**src/spi_port_pkg.sv**
```systemverilog
`default_nettype none
package spi_port_pkg;
  // Register offsets on the plain register port
  localparam logic [1:0] MODE_CTRL_OFS   = 2'h0;
  localparam logic [1:0] FORMAT_CTRL_OFS = 2'h1;
  localparam logic [1:0] DATA_OFS        = 2'h2;

  // Mode control field positions
  localparam int MODE_LSB  = 5;
  localparam int DEB_LSB   = 2;
  localparam int EN_BIT    = 1;
  localparam int ICF_BIT   = 0;
  // Format control field positions
  localparam int SPARE_LSB = 6;
  localparam int POL_BIT   = 5;
  localparam int EDGE_BIT  = 4;
  localparam int ORDER_BIT = 3;
  localparam int SELECT_PIN_ENABLE_BIT  = 2;
  localparam int WRITE_COLLISION_FLAG_BIT  = 1;
  localparam int TRF_BIT   = 0;

  // Reset values
  localparam logic [2:0] MODE_RST  = 3'h7;
  localparam logic [7:0] FMT_RST   = 8'h00;
  localparam logic [7:0] DATA_RST  = 8'h00;

  // Clock dividers and the half periods derived from them
  localparam int DIV_FAST = 4;
  localparam int DIV_MID  = 16;
  localparam int DIV_SLOW = 64;
  localparam logic [5:0] HALF_FAST = 6'(DIV_FAST / 2);
  localparam logic [5:0] HALF_MID  = 6'(DIV_MID / 2);
  localparam logic [5:0] HALF_SLOW = 6'(DIV_SLOW / 2);

  localparam logic [3:0] LAST_BIT  = 4'h7;
  localparam logic [4:0] LAST_EDGE = 5'h0f;

  typedef enum logic [2:0] {
    MODE_DIV4   = 3'b000,
    MODE_DIV16  = 3'b001,
    MODE_DIV64  = 3'b010,
    MODE_SUB    = 3'b011,
    MODE_TIMER  = 3'b100,
    MODE_SLAVE  = 3'b101,
    MODE_TWOWIRE = 3'b110,
    MODE_OFF    = 3'b111
  } mode_t;

  typedef enum logic [0:0] {
    M_IDLE  = 1'b0,
    M_SHIFT = 1'b1
  } mstate_t;

  typedef struct packed {
    logic       wr;
    logic       rd;
    logic [1:0] addr;
    logic [7:0] wdata;
  } regReq_t;
endpackage : spi_port_pkg
`default_nettype wire
```
**src/spi_master_slave_port.sv**
```systemverilog
// Notes on behaviour
// - Codes 000-010: master, fsys over 4/16/64
// - Code 011 sub clock, 100 timer match/2
// - 101 slave, 110 two-wire, 111 off
// - Master starts transfers; slave follows clock
// - Full duplex: bit out, bit in
// - Disabled: lines released, activity stopped
// - Enabling keeps control settings unchanged
// - Select enable: select pin used, else floating
// - One select pin; more slaves via GPIO
// - One data register for send and receive
// - Software picks LSB or MSB first
// - Software picks active clock edge
// - Early select release sets incomplete and complete
// - Software setting incomplete leaves complete alone
// - Incomplete flag slave only; raises request
// - Debounce bits have no effect here
// - Mode register bit 4 reads zero
// - Complete flag set by hardware, cleared by software
// - Write while busy ignored, sets collision
// - Polarity 1 idles low, 0 idles high
// - Order bit 1 MSB first, 0 LSB
`timescale 1ns/1ps
`default_nettype none
module spi_master_slave_port (
  input  wire logic                 clk,
  input  wire logic                 rst,
  input  wire spi_port_pkg::regReq_t busReq,
  output logic [7:0]                rdData,
  input  wire logic                 subClkPin,
  input  wire logic                 ptmMatch,
  input  wire logic                 sdiPin,
  input  wire logic                 sckIn,
  output logic                      sckOut,
  output logic                      sckOe,
  output logic                      sdoOut,
  output logic                      sdoOe,
  input  wire logic                 scsIn,
  output logic                      scsOut,
  output logic                      scsOe,
  output logic                      irqReq
);
  logic [2:0]            modeField_ff;
  logic [1:0]            debounce_ff;
  logic                  enable_ff;
  logic                  icf_ff;
  logic [1:0]            spare_ff;
  logic                  pol_ff;
  logic                  edge_ff;
  logic                  order_ff;
  logic                  select_pin_enable_ff;
  logic                  write_collision_flag_ff;
  logic                  trf_ff;
  logic [7:0]            shr_ff;
  logic [3:0]            sync1_ff;
  logic [3:0]            sync2_ff;
  logic                  sckDly_ff;
  logic                  scsDly_ff;
  logic                  subDly_ff;
  spi_port_pkg::mstate_t mState_ff;
  logic [5:0]            divCnt_ff;
  logic [4:0]            edgeCnt_ff;
  logic [3:0]            bitCnt_ff;
  logic                  sck_ff;
  logic                  sckOe_ff;
  logic                  sdo_ff;
  logic                  sdoOe_ff;
  logic                  scsOut_ff;
  logic                  scsOe_ff;
  logic                  irq_ff;
  logic [7:0]            rdData_ff;

  spi_port_pkg::mode_t mode;
  logic       isMaster, isSlave, idleLvl;
  logic       sdiS, sckS, scsS, subS, selected;
  logic [5:0] halfCnt;
  logic       srcTick, mTick, mLead, slvEdge, anyEdge, lead;
  logic       sampleEdge, launchEdge, busy, wordDone;
  logic       wrMode, wrFmt, wrData, dataOk, collide;
  logic       scsRise, scsFall, icfEvent, mStart;

  function automatic logic outBit(input logic [7:0] v, input logic msbFirst);
    outBit = msbFirst ? v[7] : v[0];
  endfunction : outBit

  // Decoding of mode and enable
  assign mode     = spi_port_pkg::mode_t'(modeField_ff);
  assign isMaster = enable_ff && (modeField_ff <= spi_port_pkg::MODE_TIMER);
  assign isSlave  = enable_ff && (mode == spi_port_pkg::MODE_SLAVE);
  assign idleLvl  = ~pol_ff;

  // Register strobes
  assign wrMode = busReq.wr && (busReq.addr == spi_port_pkg::MODE_CTRL_OFS);
  assign wrFmt  = busReq.wr && (busReq.addr == spi_port_pkg::FORMAT_CTRL_OFS);
  assign wrData = busReq.wr && (busReq.addr == spi_port_pkg::DATA_OFS);

  // Pin synchronisers; only the second stage is read
  always_ff @(posedge clk) begin
    if (rst) begin
      sync1_ff <= 4'h4; // Select idles high, so no false edge after reset
      sync2_ff <= 4'h4;
      sckDly_ff <= 1'b0;
      scsDly_ff <= 1'b1;
      subDly_ff <= 1'b0;
    end else begin
      sync1_ff  <= {subClkPin, scsIn, sckIn, sdiPin};
      sync2_ff  <= sync1_ff;
      sckDly_ff <= sync2_ff[1];
      scsDly_ff <= sync2_ff[2];
      subDly_ff <= sync2_ff[3];
    end
  end
  assign sdiS = sync2_ff[0];
  assign sckS = sync2_ff[1];
  assign scsS = sync2_ff[2];
  assign subS = sync2_ff[3];
  assign selected = !select_pin_enable_ff || !scsS;

  // Master bit clock source
  always_comb begin
    case (mode)
      spi_port_pkg::MODE_DIV4:  halfCnt = spi_port_pkg::HALF_FAST;
      spi_port_pkg::MODE_DIV16: halfCnt = spi_port_pkg::HALF_MID;
      default:                  halfCnt = spi_port_pkg::HALF_SLOW;
    endcase
    case (mode)
      spi_port_pkg::MODE_SUB:   srcTick = subS != subDly_ff;
      spi_port_pkg::MODE_TIMER: srcTick = ptmMatch;
      default:                  srcTick = divCnt_ff == halfCnt - 6'h01;
    endcase
  end

  // Edge events shared by both roles; slave edges come only from the pin
  assign mTick      = isMaster && (mState_ff == spi_port_pkg::M_SHIFT) && srcTick;
  assign mLead      = sck_ff == idleLvl;
  assign slvEdge    = isSlave && selected && (sckS != sckDly_ff);
  assign anyEdge    = mTick || slvEdge;
  assign lead       = isMaster ? mLead : (sckS != idleLvl);
  assign sampleEdge = anyEdge && (lead != edge_ff);
  assign launchEdge = anyEdge && (lead == edge_ff);
  assign busy       = isMaster ? (mState_ff == spi_port_pkg::M_SHIFT) : (bitCnt_ff != 4'h0);
  assign wordDone   = isMaster ? (mTick && edgeCnt_ff == spi_port_pkg::LAST_EDGE)
                               : (sampleEdge && bitCnt_ff == spi_port_pkg::LAST_BIT);
  assign dataOk     = wrData && !busy && !sampleEdge;
  assign collide    = wrData && !dataOk;
  assign mStart     = dataOk && isMaster;
  assign scsRise    = isSlave && select_pin_enable_ff && scsS && !scsDly_ff;
  assign scsFall    = isSlave && select_pin_enable_ff && !scsS && scsDly_ff;
  assign icfEvent   = scsRise && (bitCnt_ff != 4'h0);

  // Mode control register; enabling reloads nothing
  always_ff @(posedge clk) begin
    if (rst) begin
      modeField_ff <= spi_port_pkg::MODE_RST;
      debounce_ff  <= 2'h0;
      enable_ff    <= 1'b0;
    end else if (wrMode) begin
      modeField_ff <= busReq.wdata[spi_port_pkg::MODE_LSB +: 3];
      debounce_ff  <= busReq.wdata[spi_port_pkg::DEB_LSB +: 2];
      enable_ff    <= busReq.wdata[spi_port_pkg::EN_BIT];
    end
  end

  // Incomplete flag: set by hardware wins over a software clear
  always_ff @(posedge clk) begin
    if (rst) begin
      icf_ff <= 1'b0;
    end else if (icfEvent) begin
      icf_ff <= 1'b1;
    end else if (wrMode) begin
      icf_ff <= busReq.wdata[spi_port_pkg::ICF_BIT];
    end
  end

  // Format control settings
  always_ff @(posedge clk) begin
    if (rst) begin
      spare_ff <= spi_port_pkg::FMT_RST[spi_port_pkg::SPARE_LSB +: 2];
      pol_ff   <= spi_port_pkg::FMT_RST[spi_port_pkg::POL_BIT];
      edge_ff  <= spi_port_pkg::FMT_RST[spi_port_pkg::EDGE_BIT];
      order_ff <= spi_port_pkg::FMT_RST[spi_port_pkg::ORDER_BIT];
      select_pin_enable_ff  <= spi_port_pkg::FMT_RST[spi_port_pkg::SELECT_PIN_ENABLE_BIT];
    end else if (wrFmt) begin
      spare_ff <= busReq.wdata[spi_port_pkg::SPARE_LSB +: 2];
      pol_ff   <= busReq.wdata[spi_port_pkg::POL_BIT];
      edge_ff  <= busReq.wdata[spi_port_pkg::EDGE_BIT];
      order_ff <= busReq.wdata[spi_port_pkg::ORDER_BIT];
      select_pin_enable_ff  <= busReq.wdata[spi_port_pkg::SELECT_PIN_ENABLE_BIT];
    end
  end

  // Completion and collision flags; a hardware set beats a clear
  always_ff @(posedge clk) begin
    if (rst) begin
      trf_ff  <= 1'b0;
      write_collision_flag_ff <= 1'b0;
    end else begin
      if (wordDone || icfEvent) begin
        trf_ff <= 1'b1;
      end else if (wrFmt) begin
        trf_ff <= busReq.wdata[spi_port_pkg::TRF_BIT];
      end
      if (collide) begin
        write_collision_flag_ff <= 1'b1;
      end else if (wrFmt) begin
        write_collision_flag_ff <= busReq.wdata[spi_port_pkg::WRITE_COLLISION_FLAG_BIT];
      end
    end
  end

  // Shared data register doubles as the shift register
  always_ff @(posedge clk) begin
    if (rst) begin
      shr_ff <= spi_port_pkg::DATA_RST;
    end else if (dataOk) begin
      shr_ff <= busReq.wdata;
    end else if (sampleEdge) begin
      shr_ff <= order_ff ? {shr_ff[6:0], sdiS} : {sdiS, shr_ff[7:1]};
    end
  end

  // Master sequencer
  always_ff @(posedge clk) begin
    if (rst) begin
      mState_ff  <= spi_port_pkg::M_IDLE;
      edgeCnt_ff <= 5'h00;
    end else if (!isMaster) begin
      mState_ff  <= spi_port_pkg::M_IDLE;
      edgeCnt_ff <= 5'h00;
    end else begin
      case (mState_ff)
        spi_port_pkg::M_IDLE: begin
          edgeCnt_ff <= 5'h00;
          if (mStart) begin
            mState_ff <= spi_port_pkg::M_SHIFT;
          end
        end
        spi_port_pkg::M_SHIFT: begin
          if (mTick) begin
            edgeCnt_ff <= edgeCnt_ff + 5'h01;
            if (wordDone) begin
              mState_ff <= spi_port_pkg::M_IDLE;
            end
          end
        end
        default: mState_ff <= spi_port_pkg::M_IDLE;
      endcase
    end
  end

  // Divider restarts with each transfer so the first half period is whole
  always_ff @(posedge clk) begin
    if (rst) begin
      divCnt_ff <= 6'h00;
    end else if (!isMaster || mState_ff != spi_port_pkg::M_SHIFT || srcTick) begin
      divCnt_ff <= 6'h00;
    end else begin
      divCnt_ff <= divCnt_ff + 6'h01;
    end
  end

  // Slave bit counter, restarted on each new selection
  always_ff @(posedge clk) begin
    if (rst) begin
      bitCnt_ff <= 4'h0;
    end else if (!isSlave || scsRise || scsFall) begin
      bitCnt_ff <= 4'h0;
    end else if (sampleEdge) begin
      bitCnt_ff <= wordDone ? 4'h0 : bitCnt_ff + 4'h1;
    end
  end

  // Serial clock: master only, parked at the idle level
  always_ff @(posedge clk) begin
    if (rst) begin
      sck_ff   <= 1'b1;
      sckOe_ff <= 1'b0;
    end else begin
      sckOe_ff <= isMaster;
      if (!isMaster || mState_ff == spi_port_pkg::M_IDLE) begin
        sck_ff <= idleLvl;
      end else if (mTick) begin
        sck_ff <= ~sck_ff;
      end
    end
  end

  // Data output; first bit is ready before the first clock edge
  always_ff @(posedge clk) begin
    if (rst) begin
      sdo_ff   <= 1'b0;
      sdoOe_ff <= 1'b0;
    end else begin
      sdoOe_ff <= isMaster || (isSlave && selected);
      if (dataOk) begin
        sdo_ff <= outBit(busReq.wdata, order_ff);
      end else if (launchEdge || scsFall) begin
        sdo_ff <= outBit(shr_ff, order_ff);
      end
    end
  end

  // Single select pin; driven low by a master only during a word
  always_ff @(posedge clk) begin
    if (rst) begin
      scsOut_ff <= 1'b1;
      scsOe_ff  <= 1'b0;
    end else begin
      scsOe_ff  <= isMaster && select_pin_enable_ff;
      scsOut_ff <= !(mStart || (isMaster && mState_ff == spi_port_pkg::M_SHIFT && !wordDone));
    end
  end

  // Request toward the interrupt controller, which holds the enable
  always_ff @(posedge clk) begin
    if (rst) begin
      irq_ff <= 1'b0;
    end else begin
      irq_ff <= trf_ff || icf_ff;
    end
  end

  // Read data, one cycle after the strobe; unmapped reads return zero
  always_ff @(posedge clk) begin
    if (rst) begin
      rdData_ff <= 8'h00;
    end else if (busReq.rd) begin
      case (busReq.addr)
        spi_port_pkg::MODE_CTRL_OFS:
          rdData_ff <= {modeField_ff, 1'b0, debounce_ff, enable_ff, icf_ff};
        spi_port_pkg::FORMAT_CTRL_OFS:
          rdData_ff <= {spare_ff, pol_ff, edge_ff, order_ff, select_pin_enable_ff, write_collision_flag_ff, trf_ff};
        spi_port_pkg::DATA_OFS:
          rdData_ff <= shr_ff;
        default:
          rdData_ff <= 8'h00;
      endcase
    end else begin
      rdData_ff <= 8'h00;
    end
  end

  assign rdData = rdData_ff;
  assign sckOut = sck_ff;
  assign sckOe  = sckOe_ff;
  assign sdoOut = sdo_ff;
  assign sdoOe  = sdoOe_ff;
  assign scsOut = scsOut_ff;
  assign scsOe  = scsOe_ff;
  assign irqReq = irq_ff;
endmodule : spi_master_slave_port
`default_nettype wire

```
**config.mk**
```make
export PLATFORM = sky130hd
export DESIGN_NAME = spi_master_slave_port
export DESIGN_NICKNAME = d
export VERILOG_FILES = /design/src/spi_port_pkg.sv /design/src/spi_master_slave_port.sv
export SDC_FILE = /design/constraint.sdc
export NUM_CORES = 1
export LEC_CHECK = 0
export ABC_AREA = 1
export BUFFER_PORTS_ARGS = -buffer_cell sky130_fd_sc_hd__buf_2
export CAP_MARGIN = 0
export CORE_UTILIZATION = 63
export CTS_CLUSTER_DIAMETER = 50
export DETAILED_ROUTE_END_ITERATION = 6
export PLACE_DENSITY = 0.85
export SYNTH_ARGS = -nofsm -noshare
export SYNTH_HDL_FRONTEND = slang
export SYNTH_SLANG_ARGS = --single-unit
```
**constraint.sdc**
```tcl
create_clock -name clk -period 5.83 [get_ports clk]
set_input_delay 0.8745 -clock clk [delete_from_list [all_inputs] [get_ports clk]]
set_output_delay 0.8745 -clock clk [all_outputs]
set_load 0.02 [all_outputs]
```
Yosys cells after proc, flatten, opt, wreduce, memory -nomap -nowiden. Index checks and enable logic that the tools add are counted. Widths: inputs -> output; s select.

Bitwise operators: 5. $add $sub $neg: 4. Magnitude comparators: 1. Reduce and logical (&&, ||, !) cells: 59. Multiplexer cells: 28. Equality and inequality tests: 16.

Operator list (count): $logic_and 1x1->1 (25); $mux 8 (3); $pmux 8 s3 (1); $mux 1 (18); $pmux 6 s2 (1); $reduce_bool 2->1 (6); $logic_or 1x1->1 (11); $logic_not 1->1 (10); $pmux 5 s2 (1); $reduce_or 2->1 (4); $add 6x1->6 const B (1); $eq 3x3->1 const B (2); $eq 6x6->1 (1); $sub 6x1->6 const B (1); $add 5x1->5 const B (1); $eq 5x4->1 const B (1); $mux 5 (1); $not 1->1 (5); $add 4x1->4 const B (1); $eq 4x3->1 const B (1); $mux 4 (1); $ne 1x1->1 (4); $pmux 1 s2 (2); $reduce_bool 4->1 (1); other kinds (9) (10).

Logic and storage cells: 142. Output and inout port bits: 15. Flip-flop bits (word level): 65.

Depth between registers and ports, before layout.
Word-level depth: 14. Depth in mapped cells: 17. Depth with buffers taken out: 17.

Worst setup path after synthesis. OpenSTA, ideal clock, no wires.

Path type: reg2reg. Start point: register modeField_ff[0], in the netlist mode[0]. End point: register shr_ff[0]. Setup time: 0.109 ns. Required time: 5.721 ns. Setup slack: 3.766 ns. Cell stages (with the launch flop): 18. Arrival time: 1.955 ns. Cell sequence: dfxtp_1 > nor2_1 > nand2_2 > ha_1 > inv_1 > nand2_1 > nand2_1 > nor2_1 > nand4_1 > nand2_1 > nand3_4 > nand2_4 > nand2_8 > buf_8 > nand3_1 > nand3_1 > nand2_1 > inv_1.

Word-level cells in the longest chain between the ends: 11.

RTL lines: from (decl) (RTL line spi_master_slave_port.sv:43) `logic [2:0] modeField_ff;`; from (signal assigned) (RTL line spi_master_slave_port.sv:154) `modeField_ff <= spi_port_pkg::MODE_RST;`; from (signal assigned) (RTL line spi_master_slave_port.sv:158) `modeField_ff <= busReq.wdata[spi_port_pkg::MODE_LSB +: 3];`; $eq 3x1->1 or $logic_not 3->1 (tied branches) (RTL line spi_master_slave_port.sv:121) `case (mode)`; $pmux 6 s2 (RTL line spi_master_slave_port.sv:121); $sub 6x1->6 (RTL line spi_master_slave_port.sv:129) `default: srcTick = divCnt_ff == halfCnt - 6'h01;`; $eq 6x6->1 (RTL line spi_master_slave_port.sv:129); $pmux 1 s2 (RTL line spi_master_slave_port.sv:126) `case (mode)`; $logic_and 1x1->1 (RTL line spi_master_slave_port.sv:134) `assign mTick = isMaster && (mState_ff == spi_port_pkg::M_SHIFT) && srcTick;`; $logic_or 1x1->1 (RTL line spi_master_slave_port.sv:137) `assign anyEdge = mTick || slvEdge;`; $logic_and 1x1->1 (RTL line spi_master_slave_port.sv:139) `assign sampleEdge = anyEdge && (lead != edge_ff);`; $logic_not 1->1 (RTL line spi_master_slave_port.sv:144) `assign dataOk = wrData && !busy && !sampleEdge;`; $logic_and 1x1->1 (RTL line spi_master_slave_port.sv:144); $mux 8 or $reduce_bool 2->1 (tied branches); to (signal assigned) (RTL line spi_master_slave_port.sv:214) `shr_ff <= spi_port_pkg::DATA_RST;`; to (signal assigned) (RTL line spi_master_slave_port.sv:216) `shr_ff <= busReq.wdata;`; to (signal assigned) (RTL line spi_master_slave_port.sv:218) `shr_ff <= order_ff ? {shr_ff[6:0], sdiS} : {sdiS, shr_ff[7:1]};`; to (decl) (RTL line spi_master_slave_port.sv:54) `logic [7:0] shr_ff;`.

Parallel ways exist; a longest one is shown, timed or not. A chain may end at the register's enable or synchronous reset.

Final worst setup path.
Start point: register modeField_ff[0], in the netlist mode[0]. End point: register shr_ff[3].

Same word-level chain as after synthesis.

==> flow_summary.json <==
{
  "postRouteWirelength_mm": 6.79,
  "worstHoldEndpoint": "sync2_ff[1]",
  "startpoint_type": "flop",
  "clkLatencyLatePin_ns": 0.35,
  "post_cts_buffers": 0,
  "htreeDepth": 3,
  "route.detailed.vias_per_inst": 5.24,
  "netlist_instances": 437,
  "core_area_sq_um": 4750,
  "holdPathStages": 2,
  "r2r_slack_ns": 3.45,
  "tritoncts": "built",
  "vias": 2848,
  "ys_ff_latch": 65,
  "fp.dieArea_sq_um": 5290,
  "port_buffers": 33,
  "fmax_mhz": 421,
  "worst_hold_check_path_type": "flop to flop",
  "drive_above_1_share_pct": 16.4,
  "first_pass_iters": 5,
  "hpwlAfterDp_mm": 4.97,
  "grt_antenna_before_repair": 0,
  "syn_to_final_growth_pct": 12.7,
  "setup_repair_after_global_routing_missed_its_margin": "no",
  "proportion_of_synthesized_flip_flops_having_asynchronous_set_or_reset_pct": 0,
  "skew_ns": 0.00696,
  "postSynthAreaPerCell_sq_um": 7.21,
  "worstPathMaxFanout": 19,
  "initial_utilization_pct": 66.2,
  "slew_limit_fails": 0,
  "yosysUniqueCellTypes": 39,
  "r2r_end": "shr_ff[3]",
  "die_width_um": 72.7,
  "clock-sinks": 65,
  "final-hold-violation-count": 0,
  "place.gp.congestion": 0.899,
  "run_status": "finished, final reports clean",
  "worstSetupPathType": "flop to flop",
  "worst_ir_drop_vdd_v": 0.000217,
  "post-layout-total-power_uw": 922,
  "p_leak_uw": 0.00166,
  "boundaryPins": 34,
  "worst_setup_path_end_kind": "flop",
  "num_rows": 25,
  "pre_cts_slack_ns": 3.40,
  "grt_first_pass_wirelength_mm": 11.2,
  "longest_clk_path_bufs": 2,
  "antenna_left": 0,
  "worst-r2r-cell-count": 16,
  "n_antenna_cell": 0,
  "synth_edf_count": 0,
  "post-route-period-util_pct": 40.7,
  "cts_root_buf": "clkbuf_8",
  "path_cells": "nor2_1 > nand2_2 > ha_1 > inv_1 > nand2_1 > nand2_1 > nor2_1 > nand4_1 > nand2_1 > nand3_4 > nand2_4 > nand2_8 > nand2_2 > nand3_1 > nand2_1 > inv_1",
  "ys.flop_type": "dfxtp_1",
  "drc_errors": 0,
  "power_per_cell_area_nw_per_um2": 260,
  "drv_cap": 0,
  "placed_area_sq_um": 3350,
  "min-delay-start": "sync1_ff[1]",
  "final_layout_net_count": 498,
  "worst-slew-pin-transition_ns": 0.703,
  "via_count_of_the_first_global_routing_pass": 2545,
  "critical-path-max-stage-delay_ns": 0.38,
  "setup-tns-final_ns": 0,
  "global_route.usage.total_pct": 27.9,
  "crit_slowest_cell": "dfxtp_1",
  "cp.required_ns": 6.08,
  "cts_hold_buf": 0,
  "arrival_time_at_the_worst_endpoint_ns": 2.63,
  "synth_warnings": 0,
  "grt_start_max_net_pins": 24,
  "wire_per_inst_um": 12.5,
  "number_of_setup_violations_in_the_final_report": 0,
  "crit_path_frequent_cell": "nand2_1",
  "crit-reg2reg-launch": "mode[0]",
  "synth-seq-area-share_pct": 41.3,
  "fin_ws_ns": 3.45,
  "cts.clk_slew.worst_paths_ns": 0.07,
  "grt-ovfl-total": 0,
  "die_height_um": 72.7,
  "cts-resized-gates": 0,
  "layout_min_cycle_time_ns": 2.38,
  "cts-buffers-inserted": 9,
  "max-slew-margin-rel_pct": 53.1,
  "stdcell_area_sq_um": 3550,
  "synth.net_count": 463,
  "drt_iter0_drc": 224,
  "synth_area_sq_um": 3150
}
[cell type report]
cell class	instances	area, sq um
Inverter	75	282
Tap cell	67	83.8
Sequential cell	65	1300
Fill cell	381	1210
Clock inverter	5	55.1
Clock buffer	11	141
Multi-Input combinational cell	288	1520
Timing Repair Buffer	33	165
[layout by cell type, fill, tap and decap left out, drive strengths merged]
| cell | Yosys | final |
|---|---|---|
| nand2 | 109 | 109 |
| inv | 75 | 75 |
| dfxtp | 65 | 65 |
| nor2 | 44 | 44 |
| nand3 | 34 | 34 |
| buf | 2 | 33 |
| a21oi | 28 | 28 |
| o21ai | 28 | 28 |
| clkbuf | 7 | 11 |
| nor3 | 8 | 8 |
| ha | 7 | 7 |
| o211ai | 6 | 6 |
| xor2 | 5 | 5 |
| nand4 | 3 | 3 |
| or2 | 3 | 3 |
| nand3b | 2 | 2 |
| nor4 | 2 | 2 |
| nor3b | 2 | 2 |
| clkinv | 0 | 2 |
| clkinvlp | 0 | 2 |
| xnor2 | 1 | 1 |
| mux2i | 1 | 1 |
| a22oi | 1 | 1 |
| mux2 | 1 | 1 |
| and3 | 1 | 1 |
| a31oi | 1 | 1 |
| o221ai | 1 | 1 |
| bufinv | 0 | 1 |
[where the power goes]
group / internal [uW] / leakage [uW] / switching [uW]
clock: 207 / 0.0000953 / 172
sequential: 457 / 0.000529 / 8.81
combinational: 25.9 / 0.00103 / 50.5
total: 691 / 0.00166 / 232
[flip-flops by register name (all words and copies together), names as in the netlist, 2 cells and up]
register / cells
rdData: 8
shr_ff: 8
divCnt_ff: 6
edgeCnt_ff: 5
bitCnt_ff: 4
sync1_ff: 4
sync2_ff: 4
mode: 3
debounce_ff: 2
spare_ff: 2
[cells in the mapped netlist (3+ instances only)]
| master | instances | area share, % |
|---|---|---|
| inv_2 | 4 | 0.48 |
| nor3_2 | 3 | 0.95 |
| xor2_1 | 4 | 1.1 |
| o211ai_1 | 6 | 1.4 |
| ha_1 | 7 | 2.8 |
| nand2_1 | 101 | 12 |
| dfxtp_1 | 65 | 41 |
| o21ai_1 | 5 | 0.79 |
| or2_2 | 3 | 0.60 |
| o21ai_0 | 22 | 3.5 |
| a21oi_1 | 25 | 4.0 |
| nor3_1 | 5 | 0.79 |
| nand2_4 | 3 | 1.1 |
| clkbuf_1 | 7 | 0.83 |
| nor2_1 | 43 | 5.1 |
| nand3_1 | 29 | 4.6 |
| nand3_2 | 4 | 1.3 |
| inv_1 | 71 | 8.5 |
| nand4_1 | 3 | 0.60 |
| nand2_2 | 4 | 0.79 |
[worst max-delay path by stage]
stage / startpoint / to / slack (ns)
floorplan: mode[0] / shr_ff[0] / 3.77
detailed placement: busReq[8] / trf_ff / 3.40
finish: mode[0] / shr_ff[3] / 3.45
CTS: mode[0] / shr_ff[3] / 3.46
global route: mode[2] / bitCnt_ff[3] / 3.14
global placement: busReq[8] / trf_ff / 3.46
[per-stage QoR]
stage / hold slack (ns) / cells / util, %
4_1_cts: 0.406 / 544 / 74.6
3_3_place_gp: 0.391 / 528 / 70.5
2_1_floorplan: 0.388 / 437 / -
5_1_grt: 0.422 / 544 / 74.6
6_report: 0.404 / 544 / 74.6
3_5_place_dp: 0.396 / 528 / 70.5
[per-layer routing]
metal  vias up  global-route usage (%)  part of all wire (%)
li1       1451                       -                     -
met1      1288                    33.7                    44
met2        94                    46.4                    47
met3        15                    7.87                   6.8
met4         0                    11.8                   2.0
met5         -                       0                     0
[kinds of logic after synthesis]
kind of cell	after synthesis	synth area share (%)
AOI/OAI and AO/OA	65	11.8
xor gates and xnor gates	6	2.26
and+or+nand+nor	208	30.8
DFF	65	41.3
muxes	2	0.675
adders and majority gates	7	2.78
buffers and inverters	84	10.4
[worst max-delay path, delay by kind of cell, from the launching register on]
family        cells  cell delay, ns
simple gates     13            1.51
flops             1            0.38
fa+ha+maj         1            0.30
buf+inv           2            0.07
No activity file was read; power rests on OpenSTA's default activity.
